===== src/twp_pkg.sv =====
// Shared constants for the watchdog timer block: register map, fields, modes.
// Assumes one 32-bit AHB-Lite slave window with word-aligned registers.
package twp_pkg;
  localparam int          TWP_NUM_TMR   = 3;
  localparam int          TWP_CNT_W     = 24;
  localparam int          TWP_PRE_W     = 21;
  localparam logic [23:0] TWP_CNT_MAX   = 24'hFFFFFF;
  // Register offsets, per-timer group repeats at TWP_CH_STRIDE
  localparam logic [7:0]  TWP_CTRL_OFF  = 8'h00;
  localparam logic [7:0]  TWP_LOAD_OFF  = 8'h04;
  localparam logic [7:0]  TWP_CMP_OFF   = 8'h08;
  localparam logic [7:0]  TWP_CNT_OFF   = 8'h0C;
  localparam logic [7:0]  TWP_CH_STRIDE = 8'h10;
  localparam logic [7:0]  TWP_PLR_OFF   = 8'h30;
  localparam logic [7:0]  TWP_PCR_OFF   = 8'h34;
  // timer_control_status fields
  localparam int          TWP_RUN_BIT   = 0;
  localparam int          TWP_IRQEN_BIT = 2;
  localparam int          TWP_MODE_LSB  = 4;
  localparam int          TWP_SENSE_BIT = 8;
  localparam int          TWP_ARLD_BIT  = 9;
  localparam int          TWP_PSEL_BIT  = 15;
  localparam int          TWP_OFLG_BIT  = 20;
  localparam int          TWP_CFLG_BIT  = 21;
  // prescaler_load_register fields
  localparam int          TWP_SRC_LSB   = 21;
  localparam int          TWP_PRE_MSB   = 20;
  // Reset values
  localparam logic [23:0] TWP_RST_VAL   = 24'h000000;
  localparam logic [3:0]  TWP_MODE_RST  = 4'h0;
  // Watchdog modes
  localparam logic [3:0]  TWP_MODE_PULSE  = 4'h9;
  localparam logic [3:0]  TWP_MODE_TOGGLE = 4'hA;
  typedef enum logic [1:0] {
    TWP_SRC_HALF = 2'h0,
    TWP_SRC_PIN0 = 2'h1,
    TWP_SRC_PIN1 = 2'h2,
    TWP_SRC_PIN2 = 2'h3
  } twp_src_t;
endpackage


===== src/twp_pin_sync.sv =====
// Three-flop synchroniser with agreement filter for one timer pin.
// Assumes the pin is asynchronous to hclk and slower than hclk/4.
`timescale 1ns/1ps
module twp_pin_sync (
  // Clock and reset
  input  wire logic hclk,
  input  wire logic hresetn,
  // Pin and filtered results
  input  wire logic pin_in,
  output logic      level_q,
  output logic      rise_q
);
  logic s1_q;
  logic s2_q;
  logic s3_q;

  always_ff @(posedge hclk or negedge hresetn) begin
    if (!hresetn) begin
      s1_q    <= 1'b0;
      s2_q    <= 1'b0;
      s3_q    <= 1'b0;
      level_q <= 1'b0;
      rise_q  <= 1'b0;
    end else begin
      s1_q    <= pin_in;
      s2_q    <= s1_q;
      s3_q    <= s2_q;
      // Change accepted only when the second and third stage agree
      level_q <= (s2_q == s3_q) ? s2_q : level_q;
      rise_q  <= (s2_q == s3_q) && s2_q && !level_q;
    end
  end
endmodule


===== src/twp_prescaler.sv =====
// Shared 21-bit prescaler down-counter feeding the timer channels.
// Assumes source ticks are single-cycle pulses already on hclk.
`timescale 1ns/1ps
module twp_prescaler import twp_pkg::*; (
  // Clock and reset
  input  wire logic                 hclk,
  input  wire logic                 hresetn,
  // Control
  input  wire logic                 enable,
  input  wire logic [1:0]           src,
  input  wire logic [TWP_PRE_W-1:0] preload,
  // Source ticks
  input  wire logic                 half_tick,
  input  wire logic [2:0]           pin_rise,
  // Results
  output logic [TWP_PRE_W-1:0]      cnt_q,
  output logic                      tick_q
);
  logic en_q;
  logic src_tick;

  always_comb begin
    unique case (twp_src_t'(src))
      TWP_SRC_HALF: src_tick = half_tick;
      TWP_SRC_PIN0: src_tick = pin_rise[0];
      TWP_SRC_PIN1: src_tick = pin_rise[1];
      TWP_SRC_PIN2: src_tick = pin_rise[2];
    endcase
  end

  always_ff @(posedge hclk or negedge hresetn) begin
    if (!hresetn) begin
      en_q   <= 1'b0;
      cnt_q  <= TWP_RST_VAL[TWP_PRE_W-1:0];
      tick_q <= 1'b0;
    end else begin
      en_q   <= enable;
      tick_q <= 1'b0;
      if (enable && !en_q) begin
        cnt_q <= preload;
      end else if (enable && src_tick) begin
        if (cnt_q == '0) begin
          cnt_q  <= preload;
          tick_q <= 1'b1;
        end else begin
          cnt_q <= cnt_q - TWP_PRE_W'(1);
        end
      end
    end
  end

  chk_prescale_div: assert property (@(posedge hclk) disable iff (!hresetn)
    (enable && en_q && src_tick && cnt_q == '0) |=> (tick_q && cnt_q == $past(preload)))
    else $error("prescaler did not reload at zero");
  chk_prescale_idle: assert property (@(posedge hclk) disable iff (!hresetn)
    (!enable && en_q) |=> ($stable(cnt_q) && !tick_q))
    else $error("prescaler moved while disabled");
endmodule


===== src/twp_timer_top.sv =====
// Three watchdog timer channels with shared prescaler, AHB-Lite register slave.
// Assumes a single AHB-Lite master, word transfers, and a stop-state request level.
//
// Our own choices: the AHB-Lite slave port and the address map.
`timescale 1ns/1ps
// Overview of operation
// - Mode 9 is pulse watchdog, pin output
// - Pulse mode reloads after compare if auto-reload
// - Overflow pulses pin one timer clock, sense polarity
// - Load write while running reloads counter
// - Pin held 2.5 clocks after reset asserts
// - Mode 10 toggle watchdog, pin starts at sense
// - Toggle compare sets flag, interrupt if enabled
// - Toggle mode reloads after compare if auto-reload
// - Toggle mode overflow inverts pin level
// - Toggle mode load write reloads counter
// - Wait keeps counting, interrupts wake processor
// - Stop gates clocks, releases pins, ignores inputs
// - Every timer event issues a DMA trigger
// - Prescaler is 21-bit down-counter
// - Prescaler runs when enabled timer selects it
// - Prescaler source field at bits 22-21
// - Pin source independent of owner, synchronised
// - Bit 23 of prescaler load reads zero
// - Preload reloads at zero or enable
module twp_timer_top import twp_pkg::*; (
  // AHB-Lite slave
  input  wire logic                   hclk,
  input  wire logic                   hresetn,
  input  wire logic                   hsel,
  input  wire logic [31:0]            haddr,
  input  wire logic [1:0]             htrans,
  input  wire logic                   hwrite,
  input  wire logic [2:0]             hsize,
  input  wire logic [31:0]            hwdata,
  input  wire logic                   hready,
  output logic                        hreadyout,
  output logic [31:0]                 hrdata,
  output logic                        hresp,
  // Processor state
  input  wire logic                   stop_req,
  output logic                        wake_req,
  // Timer pins
  input  wire logic [TWP_NUM_TMR-1:0] timer_pin_in,
  output logic [TWP_NUM_TMR-1:0]      timer_pin_out,
  output logic [TWP_NUM_TMR-1:0]      timer_pin_oe_n,
  // Events
  output logic [TWP_NUM_TMR-1:0]      compare_irq,
  output logic [TWP_NUM_TMR-1:0]      dma_trigger
);
  localparam int N = TWP_NUM_TMR;

  function automatic logic reg_hit(input logic [7:0] a, input int ch, input logic [7:0] off);
    reg_hit = (a == 8'(int'(off) + ch * int'(TWP_CH_STRIDE)));
  endfunction

  // Bus state
  logic                   wr_pend_q;
  logic [7:0]             wa_q;
  logic [31:0]            hrdata_q;
  logic                   acc;
  logic [31:0]            rd_word;
  // Channel state
  logic [N-1:0]           run_q;
  logic [N-1:0]           run_d1_q;
  logic [N-1:0]           irqen_q;
  logic [N-1:0][3:0]      mode_q;
  logic [N-1:0]           sense_q;
  logic [N-1:0]           arld_q;
  logic [N-1:0]           psel_q;
  logic [N-1:0]           cflag_q;
  logic [N-1:0]           oflag_q;
  logic [N-1:0]           match_q;
  logic [N-1:0][23:0]     load_q;
  logic [N-1:0][23:0]     cmp_q;
  logic [N-1:0][23:0]     cnt_q;
  logic [N-1:0]           dma_q;
  logic [N-1:0]           pin_q;
  logic [N-1:0]           oe_n_q;
  // Shared state
  logic [23:0]            plr_q;
  logic                   half_q;
  logic                   rst_s1_q;
  logic                   rst_s2_q;
  logic                   pin_rstn_q;
  logic [N-1:0]           pin_rise;
  logic [TWP_PRE_W-1:0]   pre_cnt;
  logic                   pre_tick;
  logic                   pre_en;
  // Per-channel decode
  logic [N-1:0]           start;
  logic [N-1:0]           tick;
  logic [N-1:0]           cmp_ev;
  logic [N-1:0]           ovf_ev;
  logic [N-1:0]           wd_mode;
  logic [N-1:0]           wr_ctrl;
  logic [N-1:0]           wr_load;
  logic [N-1:0]           wr_cmp;

  assign hreadyout = 1'b1;
  assign hresp     = 1'b0;
  assign hrdata    = hrdata_q;
  assign acc       = hsel && hready && htrans[1];

  // Zero-wait slave: writes land in the data phase, reads are fetched in the address phase
  always_ff @(posedge hclk or negedge hresetn) begin
    if (!hresetn) begin
      wr_pend_q <= 1'b0;
      wa_q      <= 8'h00;
      hrdata_q  <= 32'h00000000;
    end else begin
      wr_pend_q <= acc && hwrite;
      if (acc) begin
        wa_q <= haddr[7:0];
      end
      hrdata_q <= (acc && !hwrite) ? rd_word : 32'h00000000;
    end
  end

  always_comb begin
    rd_word = 32'h00000000;
    for (int i = 0; i < N; i++) begin
      if (reg_hit(haddr[7:0], i, TWP_CTRL_OFF)) begin
        rd_word[TWP_RUN_BIT]                 = run_q[i];
        rd_word[TWP_IRQEN_BIT]               = irqen_q[i];
        rd_word[TWP_MODE_LSB+3:TWP_MODE_LSB] = mode_q[i];
        rd_word[TWP_SENSE_BIT]               = sense_q[i];
        rd_word[TWP_ARLD_BIT]                = arld_q[i];
        rd_word[TWP_PSEL_BIT]                = psel_q[i];
        rd_word[TWP_OFLG_BIT]                = oflag_q[i];
        rd_word[TWP_CFLG_BIT]                = cflag_q[i];
      end
      if (reg_hit(haddr[7:0], i, TWP_LOAD_OFF)) begin
        rd_word[23:0] = load_q[i];
      end
      if (reg_hit(haddr[7:0], i, TWP_CMP_OFF)) begin
        rd_word[23:0] = cmp_q[i];
      end
      if (reg_hit(haddr[7:0], i, TWP_CNT_OFF)) begin
        rd_word[23:0] = cnt_q[i];
      end
    end
    if (haddr[7:0] == TWP_PLR_OFF) begin
      rd_word[22:0] = plr_q[22:0];
    end
    if (haddr[7:0] == TWP_PCR_OFF) begin
      rd_word[TWP_PRE_W-1:0] = pre_cnt;
    end
  end

  always_comb begin
    for (int i = 0; i < N; i++) begin
      wr_ctrl[i] = wr_pend_q && reg_hit(wa_q, i, TWP_CTRL_OFF);
      wr_load[i] = wr_pend_q && reg_hit(wa_q, i, TWP_LOAD_OFF);
      wr_cmp[i]  = wr_pend_q && reg_hit(wa_q, i, TWP_CMP_OFF);
      wd_mode[i] = (mode_q[i] == TWP_MODE_PULSE) || (mode_q[i] == TWP_MODE_TOGGLE);
      start[i]   = run_q[i] && !run_d1_q[i];
      // Stop gates every timer clock; wait has no effect here
      tick[i]    = run_q[i] && !stop_req && (psel_q[i] ? pre_tick : half_q);
      cmp_ev[i]  = tick[i] && (cnt_q[i] == cmp_q[i]);
      ovf_ev[i]  = tick[i] && (cnt_q[i] == TWP_CNT_MAX) && !(match_q[i] && arld_q[i]);
    end
  end

  // Internal CLK/2 timer clock
  always_ff @(posedge hclk or negedge hresetn) begin
    if (!hresetn) begin
      half_q <= 1'b0;
    end else begin
      half_q <= !half_q;
    end
  end

  // Control registers; hardware-set flags win over a clearing write
  always_ff @(posedge hclk or negedge hresetn) begin
    if (!hresetn) begin
      run_q   <= '0;
      irqen_q <= '0;
      mode_q  <= {N{TWP_MODE_RST}};
      sense_q <= '0;
      arld_q  <= '0;
      psel_q  <= '0;
      cflag_q <= '0;
      oflag_q <= '0;
      load_q  <= '0;
      cmp_q   <= '0;
      plr_q   <= TWP_RST_VAL;
    end else begin
      for (int i = 0; i < N; i++) begin
        if (wr_ctrl[i]) begin
          run_q[i]   <= hwdata[TWP_RUN_BIT];
          irqen_q[i] <= hwdata[TWP_IRQEN_BIT];
          mode_q[i]  <= hwdata[TWP_MODE_LSB+3:TWP_MODE_LSB];
          sense_q[i] <= hwdata[TWP_SENSE_BIT];
          arld_q[i]  <= hwdata[TWP_ARLD_BIT];
          psel_q[i]  <= hwdata[TWP_PSEL_BIT];
        end
        cflag_q[i] <= cmp_ev[i] || (cflag_q[i] && !(wr_ctrl[i] && hwdata[TWP_CFLG_BIT]));
        oflag_q[i] <= ovf_ev[i] || (oflag_q[i] && !(wr_ctrl[i] && hwdata[TWP_OFLG_BIT]));
        if (wr_load[i]) begin
          load_q[i] <= hwdata[23:0];
        end
        if (wr_cmp[i]) begin
          cmp_q[i] <= hwdata[23:0];
        end
      end
      if (wr_pend_q && wa_q == TWP_PLR_OFF) begin
        plr_q <= {1'b0, hwdata[22:0]};
      end
    end
  end

  // Counters, compare tracking and DMA triggers
  always_ff @(posedge hclk or negedge hresetn) begin
    if (!hresetn) begin
      run_d1_q <= '0;
      cnt_q    <= '0;
      match_q  <= '0;
      dma_q    <= '0;
    end else begin
      run_d1_q <= run_q;
      for (int i = 0; i < N; i++) begin
        dma_q[i] <= cmp_ev[i] || ovf_ev[i];
        if (start[i]) begin
          cnt_q[i]   <= load_q[i];
          match_q[i] <= 1'b0;
        end else if (wr_load[i] && run_q[i]) begin
          cnt_q[i]   <= hwdata[23:0];
          match_q[i] <= 1'b0;
        end else if (tick[i]) begin
          match_q[i] <= (cnt_q[i] == cmp_q[i]);
          if (match_q[i] && arld_q[i]) begin
            cnt_q[i] <= load_q[i];
          end else begin
            cnt_q[i] <= cnt_q[i] + 24'h000001;
          end
        end
      end
    end
  end

  // Pin reset lags hresetn by 2.5 clocks so a pin-driven reset has full length
  always_ff @(posedge hclk) begin
    rst_s1_q <= hresetn;
    rst_s2_q <= rst_s1_q;
  end

  always_ff @(negedge hclk) begin
    pin_rstn_q <= rst_s2_q;
  end

  always_ff @(posedge hclk or negedge pin_rstn_q) begin
    if (!pin_rstn_q) begin
      pin_q  <= '0;
      oe_n_q <= '1;
    end else if (hresetn) begin
      for (int i = 0; i < N; i++) begin
        oe_n_q[i] <= !(wd_mode[i] && run_q[i] && !stop_req);
        if (mode_q[i] == TWP_MODE_PULSE) begin
          if (start[i]) begin
            pin_q[i] <= !sense_q[i];
          end else if (tick[i]) begin
            pin_q[i] <= ovf_ev[i] ? sense_q[i] : !sense_q[i];
          end
        end else if (mode_q[i] == TWP_MODE_TOGGLE) begin
          if (start[i]) begin
            pin_q[i] <= sense_q[i];
          end else if (ovf_ev[i]) begin
            pin_q[i] <= !pin_q[i];
          end
        end
      end
    end
  end

  assign timer_pin_out  = pin_q;
  assign timer_pin_oe_n = oe_n_q;
  assign dma_trigger    = dma_q;
  assign compare_irq    = cflag_q & irqen_q;
  assign wake_req       = |compare_irq;

  // Prescaler runs only for a running timer that selects it; pin changes ignored in stop
  assign pre_en = |(run_q & psel_q) && !stop_req;

  // Only filtered rising edges are used; the settled level has no reader here
  for (genvar g = 0; g < N; g++) begin : g_sync
    twp_pin_sync u_sync (
      .hclk    (hclk),
      .hresetn (hresetn),
      .pin_in  (timer_pin_in[g]),
      .level_q (),
      .rise_q  (pin_rise[g])
    );
  end

  twp_prescaler u_pre (
    .hclk      (hclk),
    .hresetn   (hresetn),
    .enable    (pre_en),
    .src       (plr_q[TWP_SRC_LSB+1:TWP_SRC_LSB]),
    .preload   (plr_q[TWP_PRE_MSB:0]),
    .half_tick (half_q),
    .pin_rise  (pin_rise & {N{!stop_req}}),
    .cnt_q     (pre_cnt),
    .tick_q    (pre_tick)
  );

  for (genvar g = 0; g < N; g++) begin : g_chk
    chk_pulse_width: assert property (@(posedge hclk) disable iff (!hresetn)
      (mode_q[g] == TWP_MODE_PULSE && ovf_ev[g] && !start[g]) |=>
        (timer_pin_out[g] == sense_q[g]))
      else $error("pulse watchdog missed its pulse");
    chk_toggle_invert: assert property (@(posedge hclk) disable iff (!hresetn)
      (mode_q[g] == TWP_MODE_TOGGLE && ovf_ev[g] && !start[g]) |=>
        (timer_pin_out[g] != $past(timer_pin_out[g])))
      else $error("toggle watchdog did not invert");
    chk_toggle_start: assert property (@(posedge hclk) disable iff (!hresetn)
      (mode_q[g] == TWP_MODE_TOGGLE && start[g]) |=> (timer_pin_out[g] == sense_q[g]))
      else $error("toggle watchdog started at wrong level");
    chk_reload_next: assert property (@(posedge hclk) disable iff (!hresetn)
      (tick[g] && match_q[g] && arld_q[g] && !start[g] && !wr_load[g]) |=>
        (cnt_q[g] == $past(load_q[g])))
      else $error("auto reload missed");
    chk_load_write: assert property (@(posedge hclk) disable iff (!hresetn)
      (wr_load[g] && run_q[g] && !start[g]) |=> (cnt_q[g] == $past(hwdata[23:0])))
      else $error("load write did not reload counter");
    chk_cmp_flag: assert property (@(posedge hclk) disable iff (!hresetn)
      cmp_ev[g] |=> (cflag_q[g] && (compare_irq[g] == irqen_q[g])))
      else $error("compare flag not set");
    chk_dma_event: assert property (@(posedge hclk) disable iff (!hresetn)
      (cmp_ev[g] || ovf_ev[g]) |=> dma_trigger[g])
      else $error("event without DMA trigger");
    chk_stop_gate: assert property (@(posedge hclk) disable iff (!hresetn)
      stop_req |=> ($stable(cnt_q[g]) || $past(wr_load[g]) || $past(start[g])))
      else $error("counter moved in stop");
  end

  chk_plr_resvd: assert property (@(posedge hclk) disable iff (!hresetn)
    (acc && !hwrite && haddr[7:0] == TWP_PLR_OFF) |=> (hrdata[31:23] == 9'h000))
    else $error("reserved prescaler bit read nonzero");
endmodule


===== config.mk =====
export PLATFORM = sky130hd
export DESIGN_NAME = twp_timer_top
export DESIGN_NICKNAME = d
export VERILOG_FILES = /design/src/twp_pkg.sv /design/src/twp_pin_sync.sv /design/src/twp_prescaler.sv /design/src/twp_timer_top.sv
export SDC_FILE = /design/constraint.sdc
export NUM_CORES = 1
export LEC_CHECK = 0
export ABC_CLOCK_PERIOD_IN_PS = 1300
export BUFFER_PORTS_ARGS = -buffer_cell sky130_fd_sc_hd__buf_2
export CORE_UTILIZATION = 65
export DETAILED_ROUTE_END_ITERATION = 12
export PLACE_DENSITY_LB_ADDON = 0.05
export SYNTH_ARGS = -nofsm -noshare
export SYNTH_HDL_FRONTEND = slang
export SYNTH_SLANG_ARGS = --single-unit

===== constraint.sdc =====
create_clock -name hclk -period 1.3 [get_ports hclk]
set_clock_uncertainty 0.05 [all_clocks]
set_input_delay 0.065 -clock hclk [delete_from_list [all_inputs] [get_ports hclk]]
set_output_delay 0.065 -clock hclk [all_outputs]
set_load 0.01 [all_outputs]

==> results.md, run 1 <==
* Die height at 182 um
* GP Congestion at 1.23
* Cell Rows at 65
* Hold Buf Count CTS at 22
* Post-CTS sizing at 267
* Setup bufs post-CTS at 78
* IO buf count at 78
* Ys flop type: dfrtp_1
* Log Error: [ERROR DPL-0033] detailed placement checks failed during check placement.
* Num CTS Buffers at 40
* Synthesis-stage register bit count at roughly 360
* Seq/Total Area, Yosys at 43.0%
* Clock Root Buffer: clkbuf_16
* Outcome: aborted with a tool error
* Worst slack at placement at -1060 ps
* Largest area contributor in the netlist: dfrtp_1
* HPWL after detailed placement at 72,700 um
* Synthesized area at 21,100 sq um
* H-tree Lvls at 2
* Netlist cell types at 93
* Main area contributors after synthesis: dfrtp_1, mux2_2, o21ai_0
* Area share of the largest cell type after synthesis at 42.3%
* Synth warn at 0
* Avg Cell Area, Syn at 9.46 sq um
* Clock Tree Buf Depth at 3
* IO Pins at 125
* Fail Step: clock tree synthesis
* Async set-reset flop share out of synthesis at 99.2%
* Initial Utilization at 66.4%
* DIE WIDTH at 182 um
* Number of synthesized flops with an enable pin at 0
* Clock Sinks at between 300 and 400
* Gate Count Post-Synth at 2,225
[kinds of logic after synthesis]
kind of cell             count (synthesis)  share of synthesized area [%]
AND/OR/NAND/NOR                        647                           15.5
buffers and inverters                  240                           4.93
flip-flops                             362                           43.0
XOR/XNOR                               131                           5.45
adder cells (fa/ha/maj)                  7                          0.416
multiplexers                           227                           12.3
other                                    2                         0.0357
AO/OA/AOI/OAI                          609                           18.4
[Yosys cell counts (all sizes together) (16+ instances only)]
master  instances
o221ai         18
nor3           46
nor4           28
o211ai         19
nor2          148
o22ai          71
a21oi         151
nor2b          17
clkbuf        138
xor2           65
a31oi          18
nand2b         16
nand3          67
dfrtp         356
inv            32
a221oi         25
o21ai         157
a211oi         19
xnor2          66
mux2          204
a22oi          40
nand4          48
nand2         181
mux2i          18
buf            69
and3           22
[through the flow]
stage               utilization [%]  setup TNS [ps]  cells  instance area [sq um]  hold slack, ps
floorplan                         -         -174640   2233                  22800            -281
global placement               88.3         -209200   3220                  28000            -149
detailed placement             88.3         -237040   3220                  28000            -148
==> run 2, diff against run 1 <==
CORE_UTILIZATION = 40   (was 65)
PLACE_DENSITY_LB_ADDON = 0.15   (was 0.05)
==> results.md, run 2 <==
* Critical path buffers and inverters at 1
* Ys flop type: dfrtp_1
* WL/cell at 29.1 um
* Slew Limit Fails at 0
* Clock Root Buffer: clkbuf_16
* Core Footprint at 51,600 sq um
* Antenna Violating Nets Remaining at 0
* Num CTS Buffers at 44 (+10%)
* Largest area contributor in the netlist: dfrtp_1
* Class of the worst hold path: in -> reg
* Tot GR Track Use at between 40% and 50%
* Max-slew headroom at around 49%
* Fin. Hold Viols at 0
* H-tree Lvls at 2 (unchanged)
* DRC violation total after the first TritonRoute iteration at 2,651
* Number of global-route vias before repair at between 20,000 and 25,000
* HPWL after detailed placement at 80,000 um (+10%)
* Cell Rows at 83 (+28%)
* Worst vdd ir at 0.00120 V
* Synthesized area at 21,100 sq um (unchanged)
* RSZ-0062 raised after global routing: yes
* Worst slew pin tran at roughly 770 ps
* Tcrit/Tclk final at 172%
* Clk slew on worst S/H paths at 60 ps
* Netlist cell types at 93 (unchanged)
* Failing checks: negative setup slack
* Synth cell count leaders: dfrtp_1, mux2_2, nand2_1, o21ai_0
* Area share of the largest cell type after synthesis at 42.3% (unchanged)
* Count leader, synth: dfrtp_1
* Seq/Total Area, Yosys at 43.0% (unchanged)
* Clk_lat worst skew at 620 ps
* Slowest CP cell: or4_4
* FILL cells at 4,027
* Biggest cell delay along the critical path at 540 ps
* Worst Path Max Fanout at 6
* Worst Path Arrival at 2680 ps
* Vias per cell at 6.14
* Clock Tree Buf Depth at 3 (unchanged)
* Total grt overflow at 0
* Critical path class: reg -> reg
* Die ar. at around 54,000 sq um
* Total wire length at 110,000 um
* Clock Power Share at 30.8%
* CTS tree: yes
* Sequential share of power at 33.3%
* Avg Cell Area, Syn at 9.46 sq um (unchanged)
* Switching power at 14,500 uW
* Gate Count Post-Synth at 2,225 (unchanged)
* First-pass GRT wire length at 156,000 um
* GP Congestion at 1.05 (-15%)
* Commonest cells after routing, fill and taps aside: buf_4, dfrtp_1, buf_6, nand2_1, mux2_4
* IO buf count at 78 (unchanged)
* Net Sw Frac at 34.7%
* Fin cells at approximately 3,800
* DIE WIDTH at 231 um (+27%)
* Max Cap Viol at 0
* Initial antenna violation count at 6
* First-pass DRT Iterations at 6
* Die height at 231 um (+27%)
* Leak at 0.0152 uW
* IO Pins at 125 (unchanged)
* PwrDens at 1210 nW/um^2
* Worst EP required at 1740 ps
* Biggest regs: cmp_q (72), cnt_q (72), load_q (72)
* Synthesis-stage register bit count at 362 (unchanged)
* Final setup viols at 339
* Async set-reset flop share out of synthesis at 99.2% (unchanged)
* Area Growth Syn to Fin at 64.4%
* Main area contributors after synthesis: dfrtp_1, mux2_2, o21ai_0
* Worst path cell trace: or4_4, or2_4, o32a_4, buf_6, nand3_4, o21ai_2, a22oi_1
* Vias at 23,291
* Synth warn at 0 (unchanged)
* Part of the power in combinational logic at between 30 and 40%
* Outcome: finished, violations left
* CP endpoint kind: register
* Worst Setup Start Kind: register
* Number of synthesized flops with an enable pin at 0 (unchanged)
* Peak Freq at roughly 450 MHz
* DR DRC count at 0
* Most common cell after layout, fill and taps aside: buf_4
* Post-placement cell count at 3,556 (+10%)
* Nets@finish at 3,168
* Clock Sinks at 362 (unchanged)
* Layout cells sized above 1 at 55.6%
* CP top delay family: simple AND/OR/NAND/NOR gates
* Final worst slack at -934 ps
* Final min period at 2230 ps
* Internal cell power at 27,200 uW
* Initial Utilization at 40.8% (-26 points)
* Largest net degree at the start of global routing at ~120
* Core Util, Final at 67.1%
run 2: cell counts after synthesis:
Identical to the previous run, type by type.
run 2: area by class of cell:
cell class | count | area, sq um | share of cell area (%)
multi-input cells | 1635 | 14100 | 40.8
flip-flops and latches | 362 | 9070 | 26.2
repair buffers | 1007 | 8990 | 26.0
clock buffers | 60 | 1210 | 3.50
well taps | 680 | 851 | 2.46
clock inverters | 18 | 236 | 0.683
inverters | 32 | 123 | 0.354
diodes | 2 | 5.00 | 0.0145
run 2: power groups by stage:
stage | clock (uW) | sequential [uW] | combinational, uW
6_report | 12900 | 13900 | 15000
5_1_grt | 13400 | 14000 | 15600
4_1_cts | 13000 | 13800 | 13100
3_5_place_dp | 9.63 | 13900 | 12000
3_3_place_gp | 9.63 | 13900 | 11900
2_1_floorplan | 9.63 | 13700 | 5740
run 2: final timing paths:
kind / start / cells after the start / slack, ps / to
max in group asynchronous: pin_rstn_q / 1 / 200 / timer_pin_oe_n[2]
min in group asynchronous: hresetn / 3 / 100 / cnt_q[1]
hold / removal: stop_req / 4 / 10 / timer_pin_oe_n[1]
setup / recovery: u_pre.cnt_q[18] / 7 / -930 / u_pre.cnt_q[5]
hold reg to reg: rst_s1_q / 0 / 280 / rst_s2_q
setup reg to reg: u_pre.cnt_q[18] / 7 / -930 / u_pre.cnt_q[5]
run 2: repair_timing:
| item | 4_1_cts | 5_1_grt |
|---|---|---|
| setup endpoints to repair | 340 | 342 |
| cloned | 24 | 6 |
| setup buffers | 65 | 70 |
| gates resized for setup | 294 | 395 |
| pin swaps | 104 | 188 |
| hold buffers | 26 | 0 |
| endpoints found under the hold margin | 456 | 0 |
run 2: cell families (layout without fill, tap and decap cells):
family	count (synthesis)	in the layout	synth area share (%)
multiplexers	227	227	12.3
flip-flops	362	362	43.0
buffers and inverters	240	1117	4.93
adder cells (fa/ha/maj)	7	7	0.416
AND/OR/NAND/NOR	647	648	15.5
AO/OA/AOI/OAI	609	612	18.4
XOR/XNOR	131	131	5.45
other	2	12	0.0357
run 2: stage by stage:
stage	TNS (ps)	total power, uW	hold WS [ps]	cell area [sq um]	setup WS [ps]
4_1_cts	-233170	39800	-12.5	32700	-874
6_report	-239530	41700	11.1	34600	-934
2_1_floorplan	-174640	19400	-281	22800	-913
3_5_place_dp	-237750	25900	87.9	28800	-971
5_1_grt	-254880	43000	-0.300	34600	-995
3_3_place_gp	-226530	25800	85.1	28800	-947
run 2: worst min-delay path: stages:
cell	delay, ps
buf_2	180
nor2b_2	190
buf_4	150
a21oi_2	50
run 2: layer usage:
| metal | up-vias | part of all wire [%] | global-route usage, % |
|---|---|---|---|
| met5 | - | 0 | 0 |
| met4 | 0 | 5.5 | 18.8 |
| met3 | 287 | 10 | 7.19 |
| met2 | 1373 | 42 | 58.0 |
| met1 | 11724 | 42 | 58.7 |
| li1 | 9907 | - | - |
Note: power is estimated with default switching activity, not from simulation.
